--- src/pio_pkg.sv ---
package pio_pkg;
  // register byte offsets on the AXI4-Lite slave
  localparam logic [7:0] OFS_DATA = 8'h00;
  localparam logic [7:0] OFS_DIR = 8'h04;
  localparam logic [7:0] OFS_IRQ_ONE = 8'h08;
  localparam logic [7:0] OFS_IRQ_TWO = 8'h0C;
  localparam logic [7:0] OFS_STRAP = 8'h10;

  // reset values
  localparam logic [31:0] DATA_RST = 32'h0000_0000;
  localparam logic [17:0] DIR_RST = 18'h0_0000;
  localparam logic [31:0] IRQ_RST = 32'h0000_0000;

  // port geometry
  localparam int PORT_W = 32;
  localparam int LO_W = 16;
  localparam int DIR_W = 18;
  localparam int DIR_HI_BYTE = 16;
  localparam int DIR_LO_BYTE = 17;

  // interrupt slot layout, four 8-bit slots per config register
  localparam int SLOTS = 8;
  localparam int SLOT_W = 8;
  localparam int SEL_LSB = 0;
  localparam int SEL_W = 5;
  localparam int POL_BIT = 5;
  localparam int TRIG_BIT = 6;
  localparam int EN_BIT = 7;

  // shared pin positions
  localparam int PIN_TX_ONE = 15;
  localparam int PIN_RX_ONE = 14;
  localparam int PIN_RTS_ONE = 13;
  localparam int PIN_CTS_ONE = 12;
  localparam int PIN_TX_TWO = 11;
  localparam int PIN_RX_TWO = 10;
  localparam int PIN_RTS_TWO = 9;
  localparam int PIN_CTS_TWO = 8;
  localparam int PIN_UART_CLK = 3;
  localparam int PIN_BOOT_EDAC = 2;
  localparam int PIN_BOOT_WIDTH = 0;

  // strap sampling waits for the input filter to settle
  localparam logic [2:0] STRAP_SETTLE = 3'h4;

  localparam logic [1:0] RESP_OKAY = 2'h0;
  localparam logic [1:0] RESP_SLVERR = 2'h2;
endpackage

--- src/pio_port.sv ---
// Overview of operation
// 32-bit port, low 16 per-bit direction
// upper 16 on data bus, 8-bit mode only
// upper half direction per byte, bits 16/17
// data read returns live pin levels
// written value driven only on output pins
// direction bit 0 input, 1 output
// eight interrupts, levels 4,5,6,7,10,12,13,15
// per-slot select of source bit 0..31
// polarity: high/rising or low/falling
// trigger type: edge when set, else level
// enable bit masks each interrupt
// uart outputs take pins 15,13,11,9
// boot straps pins 2..0, pin 3 uart clock
// direction bits 31..18 ignore writes
// four slots per config register
// inputs synchronised, edges give one-cycle pulse
// pin 3 feeds uart scaler, below half clock
//
// The AXI4-Lite interface to the registers and the register offsets are this design's own decisions.
module pio_port (
  // clock, reset, enable
  input wire logic core_clk,
  input wire logic arst_n,
  input wire logic clk_en,
  // axi4-lite slave
  input wire logic [7:0] s_axi_awaddr,
  input wire logic s_axi_awvalid,
  output logic s_axi_awready,
  input wire logic [31:0] s_axi_wdata,
  input wire logic [3:0] s_axi_wstrb,
  input wire logic s_axi_wvalid,
  output logic s_axi_wready,
  output logic [1:0] s_axi_bresp,
  output logic s_axi_bvalid,
  input wire logic s_axi_bready,
  input wire logic [7:0] s_axi_araddr,
  input wire logic s_axi_arvalid,
  output logic s_axi_arready,
  output logic [31:0] s_axi_rdata,
  output logic [1:0] s_axi_rresp,
  output logic s_axi_rvalid,
  input wire logic s_axi_rready,
  // dedicated port pins
  input wire logic [15:0] general_port_pins_in,
  output logic [15:0] general_port_pins_out,
  output logic [15:0] general_port_pins_oe,
  // low half of memory data bus
  input wire logic [15:0] bus_d_in,
  output logic [15:0] bus_d_out,
  output logic [15:0] bus_d_oe,
  input wire logic mem_all_8bit,
  // uart sharing
  input wire logic [1:0] uart_tx,
  input wire logic [1:0] uart_rts,
  input wire logic [1:0] uart_tx_en,
  input wire logic [1:0] uart_flow_en,
  output logic [1:0] uart_rx,
  output logic [1:0] uart_cts,
  output logic uart_ext_clk,
  // boot straps
  output logic [1:0] boot_prom_width,
  output logic boot_prom_edac,
  // port interrupts, slot 0..7 = levels 4,5,6,7,10,12,13,15
  output logic [7:0] port_irq
);

  logic [31:0] data_out;
  logic [17:0] port_direction_bits;
  logic [31:0] port_irq_config_one;
  logic [31:0] port_irq_config_two;
  logic [31:0] sync1, sync2, sync3, pin_val, pin_prev;
  logic [2:0] settle_cnt;
  logic [31:0] dir_merged;
  logic strap_done;
  logic aw_held, w_held;
  logic [7:0] aw_addr;
  logic [31:0] w_data;
  logic [3:0] w_strb;
  logic do_write;
  logic [31:0] rd_word;
  logic rd_hit, wr_hit;
  logic [15:0] next_lo_out, next_lo_oe, next_hi_oe;
  logic [7:0] next_irq;
  logic [63:0] cfg_all;

  function automatic logic [31:0] merge(input logic [31:0] old_v,
                                        input logic [31:0] new_v,
                                        input logic [3:0] strb);
    logic [31:0] r;
    r = old_v;
    for (int b = 0; b < 4; b++) begin
      if (strb[b]) begin
        r[8*b +: 8] = new_v[8*b +: 8];
      end
    end
    return r;
  endfunction

  // three-flop synchroniser, value accepted when stages two and three agree
  always_ff @(posedge core_clk or negedge arst_n) begin
    if (!arst_n) begin
      sync1 <= 32'h0000_0000;
      sync2 <= 32'h0000_0000;
      sync3 <= 32'h0000_0000;
      pin_val <= 32'h0000_0000;
      pin_prev <= 32'h0000_0000;
    end else if (clk_en) begin
      sync1 <= {bus_d_in, general_port_pins_in};
      sync2 <= sync1;
      sync3 <= sync2;
      pin_val <= (~(sync2 ^ sync3) & sync3) | ((sync2 ^ sync3) & pin_val);
      pin_prev <= pin_val;
    end
  end

  // axi write address/data, taken in either order
  always_ff @(posedge core_clk or negedge arst_n) begin
    if (!arst_n) begin
      aw_held <= 1'b0;
      w_held <= 1'b0;
      aw_addr <= 8'h00;
      w_data <= 32'h0000_0000;
      w_strb <= 4'h0;
      s_axi_awready <= 1'b0;
      s_axi_wready <= 1'b0;
      s_axi_bvalid <= 1'b0;
      s_axi_bresp <= pio_pkg::RESP_OKAY;
    end else if (clk_en) begin
      if (s_axi_awvalid && s_axi_awready) begin
        aw_held <= 1'b1;
        aw_addr <= s_axi_awaddr;
        s_axi_awready <= 1'b0;
      end else if (!aw_held && !s_axi_bvalid) begin
        s_axi_awready <= 1'b1;
      end
      if (s_axi_wvalid && s_axi_wready) begin
        w_held <= 1'b1;
        w_data <= s_axi_wdata;
        w_strb <= s_axi_wstrb;
        s_axi_wready <= 1'b0;
      end else if (!w_held && !s_axi_bvalid) begin
        s_axi_wready <= 1'b1;
      end
      if (do_write) begin
        aw_held <= 1'b0;
        w_held <= 1'b0;
        s_axi_bvalid <= 1'b1;
        s_axi_bresp <= wr_hit ? pio_pkg::RESP_OKAY : pio_pkg::RESP_SLVERR;
      end else if (s_axi_bvalid && s_axi_bready) begin
        s_axi_bvalid <= 1'b0;
      end
    end
  end

  assign do_write = aw_held && w_held && !s_axi_bvalid;
  assign dir_merged = merge({14'h0000, port_direction_bits}, w_data, w_strb);

  always_comb begin
    unique case ({aw_addr[7:2], 2'b00})
      pio_pkg::OFS_DATA, pio_pkg::OFS_DIR, pio_pkg::OFS_IRQ_ONE,
      pio_pkg::OFS_IRQ_TWO, pio_pkg::OFS_STRAP: wr_hit = 1'b1;
      default: wr_hit = 1'b0;
    endcase
  end

  // register writes; strap register is read-only
  always_ff @(posedge core_clk or negedge arst_n) begin
    if (!arst_n) begin
      data_out <= pio_pkg::DATA_RST;
      port_direction_bits <= pio_pkg::DIR_RST;
      port_irq_config_one <= pio_pkg::IRQ_RST;
      port_irq_config_two <= pio_pkg::IRQ_RST;
    end else if (clk_en && do_write) begin
      unique case ({aw_addr[7:2], 2'b00})
        pio_pkg::OFS_DATA: data_out <= merge(data_out, w_data, w_strb);
        pio_pkg::OFS_DIR: port_direction_bits <= dir_merged[17:0];
        pio_pkg::OFS_IRQ_ONE: port_irq_config_one <=
          merge(port_irq_config_one, w_data, w_strb);
        pio_pkg::OFS_IRQ_TWO: port_irq_config_two <=
          merge(port_irq_config_two, w_data, w_strb);
        default: ;
      endcase
    end
  end

  // read decode
  always_comb begin
    rd_hit = 1'b1;
    unique case ({s_axi_araddr[7:2], 2'b00})
      pio_pkg::OFS_DATA: rd_word = pin_val;
      pio_pkg::OFS_DIR: rd_word = {14'h0000, port_direction_bits};
      pio_pkg::OFS_IRQ_ONE: rd_word = port_irq_config_one;
      pio_pkg::OFS_IRQ_TWO: rd_word = port_irq_config_two;
      pio_pkg::OFS_STRAP: rd_word = {29'h0000_0000, boot_prom_edac,
                                     boot_prom_width};
      default: begin
        rd_word = 32'h0000_0000;
        rd_hit = 1'b0;
      end
    endcase
  end

  always_ff @(posedge core_clk or negedge arst_n) begin
    if (!arst_n) begin
      s_axi_arready <= 1'b0;
      s_axi_rvalid <= 1'b0;
      s_axi_rdata <= 32'h0000_0000;
      s_axi_rresp <= pio_pkg::RESP_OKAY;
    end else if (clk_en) begin
      if (s_axi_arvalid && s_axi_arready) begin
        s_axi_arready <= 1'b0;
        s_axi_rvalid <= 1'b1;
        s_axi_rdata <= rd_word;
        s_axi_rresp <= rd_hit ? pio_pkg::RESP_OKAY : pio_pkg::RESP_SLVERR;
      end else begin
        if (!s_axi_rvalid) begin
          s_axi_arready <= 1'b1;
        end
        if (s_axi_rvalid && s_axi_rready) begin
          s_axi_rvalid <= 1'b0;
        end
      end
    end
  end

  // pin drive, uart functions override the port register
  always_comb begin
    next_lo_out = data_out[15:0];
    next_lo_oe = port_direction_bits[15:0];
    if (uart_tx_en[0]) begin
      next_lo_out[pio_pkg::PIN_TX_ONE] = uart_tx[0];
      next_lo_oe[pio_pkg::PIN_TX_ONE] = 1'b1;
    end
    if (uart_flow_en[0]) begin
      next_lo_out[pio_pkg::PIN_RTS_ONE] = uart_rts[0];
      next_lo_oe[pio_pkg::PIN_RTS_ONE] = 1'b1;
    end
    if (uart_tx_en[1]) begin
      next_lo_out[pio_pkg::PIN_TX_TWO] = uart_tx[1];
      next_lo_oe[pio_pkg::PIN_TX_TWO] = 1'b1;
    end
    if (uart_flow_en[1]) begin
      next_lo_out[pio_pkg::PIN_RTS_TWO] = uart_rts[1];
      next_lo_oe[pio_pkg::PIN_RTS_TWO] = 1'b1;
    end
    // bus lanes belong to the memory controller unless all areas are 8-bit
    next_hi_oe = {{8{port_direction_bits[pio_pkg::DIR_HI_BYTE]}},
                  {8{port_direction_bits[pio_pkg::DIR_LO_BYTE]}}}
                 & {16{mem_all_8bit}};
  end

  always_ff @(posedge core_clk or negedge arst_n) begin
    if (!arst_n) begin
      general_port_pins_out <= 16'h0000;
      general_port_pins_oe <= 16'h0000;
      bus_d_out <= 16'h0000;
      bus_d_oe <= 16'h0000;
    end else if (clk_en) begin
      general_port_pins_out <= next_lo_out;
      general_port_pins_oe <= next_lo_oe;
      bus_d_out <= data_out[31:16];
      bus_d_oe <= next_hi_oe;
    end
  end

  // uart inputs and alternative scaler clock; pin 3 must stay under
  // half the system clock or the filter drops edges
  always_ff @(posedge core_clk or negedge arst_n) begin
    if (!arst_n) begin
      uart_rx <= 2'h3;
      uart_cts <= 2'h0;
      uart_ext_clk <= 1'b0;
    end else if (clk_en) begin
      uart_rx <= {pin_val[pio_pkg::PIN_RX_TWO],
                  pin_val[pio_pkg::PIN_RX_ONE]};
      uart_cts <= {pin_val[pio_pkg::PIN_CTS_TWO],
                   pin_val[pio_pkg::PIN_CTS_ONE]};
      uart_ext_clk <= pin_val[pio_pkg::PIN_UART_CLK];
    end
  end

  // straps caught once, after the filter has seen settled levels
  always_ff @(posedge core_clk or negedge arst_n) begin
    if (!arst_n) begin
      settle_cnt <= 3'h0;
      strap_done <= 1'b0;
      boot_prom_width <= 2'h0;
      boot_prom_edac <= 1'b0;
    end else if (clk_en && !strap_done) begin
      if (settle_cnt == pio_pkg::STRAP_SETTLE) begin
        strap_done <= 1'b1;
        boot_prom_width <= pin_val[pio_pkg::PIN_BOOT_WIDTH +: 2];
        boot_prom_edac <= pin_val[pio_pkg::PIN_BOOT_EDAC];
      end else begin
        settle_cnt <= settle_cnt + 3'h1;
      end
    end
  end

  assign cfg_all = {port_irq_config_two, port_irq_config_one};

  for (genvar k = 0; k < pio_pkg::SLOTS; k++) begin : g_slot
    logic [7:0] cfg;
    logic src, prev, edge_hit, level_hit;
    assign cfg = cfg_all[k*pio_pkg::SLOT_W +: pio_pkg::SLOT_W];
    assign src = pin_val[cfg[pio_pkg::SEL_LSB +: pio_pkg::SEL_W]];
    assign prev = pin_prev[cfg[pio_pkg::SEL_LSB +: pio_pkg::SEL_W]];
    assign edge_hit = cfg[pio_pkg::POL_BIT] ? (src & ~prev)
                                            : (~src & prev);
    assign level_hit = cfg[pio_pkg::POL_BIT] ? src : ~src;
    assign next_irq[k] = cfg[pio_pkg::EN_BIT] &
      (cfg[pio_pkg::TRIG_BIT] ? edge_hit : level_hit);
  end

  always_ff @(posedge core_clk or negedge arst_n) begin
    if (!arst_n) begin
      port_irq <= 8'h00;
    end else if (clk_en) begin
      port_irq <= next_irq;
    end
  end
endmodule

--- config.mk ---
export PLATFORM = sky130hd
export DESIGN_NAME = pio_port
export DESIGN_NICKNAME = d
export VERILOG_FILES = /design/src/pio_pkg.sv /design/src/pio_port.sv
export SDC_FILE = /design/constraint.sdc
export NUM_CORES = 1
export LEC_CHECK = 0
export ABC_CLOCK_PERIOD_IN_PS = 2600
export BUFFER_PORTS_ARGS = -buffer_cell sky130_fd_sc_hd__buf_2
export CELL_PAD_IN_SITES_DETAIL_PLACEMENT = 0
export CELL_PAD_IN_SITES_GLOBAL_PLACEMENT = 1
export CORE_MARGIN = 3
export CORE_UTILIZATION = 40
export DETAILED_ROUTE_END_ITERATION = 10
export PLACE_DENSITY_LB_ADDON = 0.25
export RECOVER_POWER = 25
export SLEW_MARGIN = 15
export SYNTH_ARGS = -nofsm -noshare
export SYNTH_HDL_FRONTEND = slang
export SYNTH_SLANG_ARGS = --single-unit
--- constraint.sdc ---
create_clock -name core_clk -period 2.6 [get_ports core_clk]
set_input_delay 0.52 -clock core_clk [delete_from_list [all_inputs] [get_ports core_clk]]
set_output_delay 0.52 -clock core_clk [all_outputs]
set_load 0.01 [all_outputs]
==> impl_metrics.tcl <==
set metrics [dict create \
    fillers 5153 \
    wirelength_um 65800 \
    period_share_pct 95.4 \
    endpoint_kind "register" \
    yosysSeqAreaShare_pct 46.6 \
    fin_skew_ps 26.4 \
    grt-busiest-layer "met2" \
    die_w_um 245 \
    numCtsBuffers 47 \
    synthCells 1862 \
    finalPower_mw 24.5 \
    cp_num_buf_inv 0 \
    grt_pass1_wl_um 101000 \
    fin_cells 2812 \
    fin_ws_ps 120 \
    met2_usage_pct 35.6 \
    violations "capacitance limit, slew limit" \
    drt_iter0_drc 1212 \
    area_delta_synth_final_pct 14.0 \
    async_flop_share_pct 100 \
    drt_pre_antenna_iters 5 \
    final_cell_mix "421 x dfrtp_1, 340 x mux2_2, 268 x mux2i_1" \
    nets 2129 \
    yosysWarnings 0 \
    drtAntennaViolNets 0 \
    crit_arrival_ps 2910 \
    cpPeakStageDelay_ps 760 \
    die_h_um 245 \
    outcome "finished with violations" \
    setup_tns_ps 0 \
    hold_viol_final 0 \
    fmax_mhz 403 \
    slew_headroom_pct -31.1 \
    yosysUniqueCellTypes 48 \
    ys.flop_type "dfrtp_1" \
    routed-via-count 15900 \
    timing.hold.ws_ps 158 \
    coreArea_um2 55700 \
    port-buffer-count 215 \
    wl_per_cell_um 23.4 \
    hpwl_um 45700 \
    grt_pass1_vias 16400 \
    grt_overflow 0 \
    antenna_found_initial 1 \
    grtUsageMet3_pct 3.36 \
    rows 86 \
    avgSynthCellArea_um2 12.2 \
    root_buffer "clkbuf_16" \
    ff2ff_setup_slack_ps 120 \
    crit_slowest_cell "dfrtp_1" \
    synth_area_um2 22800 \
    clock_latency_ps 600 \
    setup-violations-final 0 \
    cts_tree "built" \
    grt_use_total_pct 21.8 \
    drive_gt1_share_pct 38.2 \
    rsz0062_at_grt "false" \
    cp_top_family "flip-flops" \
    drc_errors 0 \
    worstSetupStartpointType "register" \
    fin_area_um2 26000 \
    crit_type "register to register" \
    fin_crit_ps 2480 \
    routabilityCongestion 0.904 \
    placed_area_um2 24400 \
    dieArea_um2 59800 \
    power_density_nw_per_um2 944 \
    hold_path_class "input port to register" \
    crit_chain "mux2i_1 > a22o_1 > a221oi_2 > o22ai_1 > or4_1 > nand3_1 > a211oi_2" \
    fin_util_pct 46.6 \
    cp_max_fo 11 \
    htree_levels 2 \
    tightest_slew_ps 1970 \
    synth-seq-cells 424 \
    cts_setup_buffers 0 \
    grt_util_met1_pct 29.8 \
    clk_pin_slew_worst_paths_ps 60 \
    cts_sinks 424 \
    layout_commonest_cell "dfrtp_1" \
    io-pin-count 222 \
    placed_cells 2724 \
    drv_cap 2 \
    slew_viol_final 134 \
    synth_edf_count 0 \
    leakage_nw 11.2 \
    vias_per_cell 5.67 \
    clockBufferDepth 3 \
    start_util_pct 40.9 \
    pre_cts_ws_ps 147 \
    grt_max_degree 126 \
    worstPathRequired_ps 3030 \
    peakVddDrop_mv 0.563 \
    n_antenna_cell 0 \
]
## cell families after synthesis
group,Yosys count,share of synthesized area (%)
buffers and inverters,201,5.97
other,1,0.0165
DFF,424,46.6
AOI/OAI and AO/OA,314,10.3
and+or+nand+nor,293,6.59
xor gates and xnor gates,1,0.0385
adders and majority gates,2,0.110
muxes,626,30.4
## power breakdown
part	internal, mW	leakage, nW	switching (mW)	total, mW
Combinational	3.59	4.94	3.47	7.06
Sequential	8.10	5.46	2.49	10.6
Clock	4.08	0.782	2.77	6.85
Total	15.8	11.2	8.73	24.5
## cells in the mapped netlist, drive strengths merged, types with 9 or more instances
master	count	share of area (%)
dfrtp	422	46
o31ai	9	0.30
nand2b	52	1.4
clkbuf	88	1.6
nand3b	9	0.30
mux2i	268	12
nand2	63	1.0
o21ai	24	0.53
nor2	79	1.4
inv	10	0.16
mux2	340	17
mux4	18	1.8
nor3	11	0.29
a221oi	24	1.4
a22o	39	1.5
nand3	39	0.97
a22oi	97	3.2
buf	103	4.2
nor2b	17	0.47
a21oi	83	1.8
## worst register-to-register path: stages, from the launching register on
cell,delay (ps)
dfrtp_1,760
mux2i_1,210
a22o_1,280
a221oi_2,230
o22ai_1,140
or4_1,520
nand3_1,120
a211oi_2,70
## sequential cells by signal (all words and copies together), names as in the netlist, 18 cells and up, named ones only
register / cells
pin_prev: 32
sync1: 32
w_data: 32
port_direction_bits: 18
port_irq_config_one: 32
s_axi_rdata: 32
port_irq_config_two: 32
sync3: 32
sync2: 32
data_out: 32
## layout make-up
type	instances	area (um2)	area share, %
clock buffers	65	1320	5.10
clock inverters	22	277	1.07
inverters	10	37.5	0.145
multi-input cells	1238	10800	41.7
flip-flops and latches	424	10600	40.9
well taps	748	936	3.61
repair buffers	305	1950	7.53
## path summary, 6_finish.rpt
path | startpoint | endpoint | cells after the start
max in group asynchronous | arst_n | sync1[28] | 3
setup reg to reg | register | port_irq[1] | 7
hold reg to reg | uart_rx[0] | uart_rx[0] | 2
hold / removal | general_port_pins_in[13] | sync1[13] | 2
min in group asynchronous | arst_n | sync1[18] | 2
setup / recovery | register | port_irq[1] | 7
## routing by layer
layer	vias up	part of all wire, %
met1	8213	45
met5	-	0
met2	445	47
met4	0	3.2
met3	121	5.3
li1	7156	-
## repair_timing
| item | in CTS | in global routing |
|---|---|---|
| gates resized for setup | 0 | 1 |
| hold buffers | 1 | 0 |
| hold endpoints to repair | 48 | 0 |
| setup endpoints to repair | 0 | 2 |
Note: power is estimated with default switching activity, not from simulation.
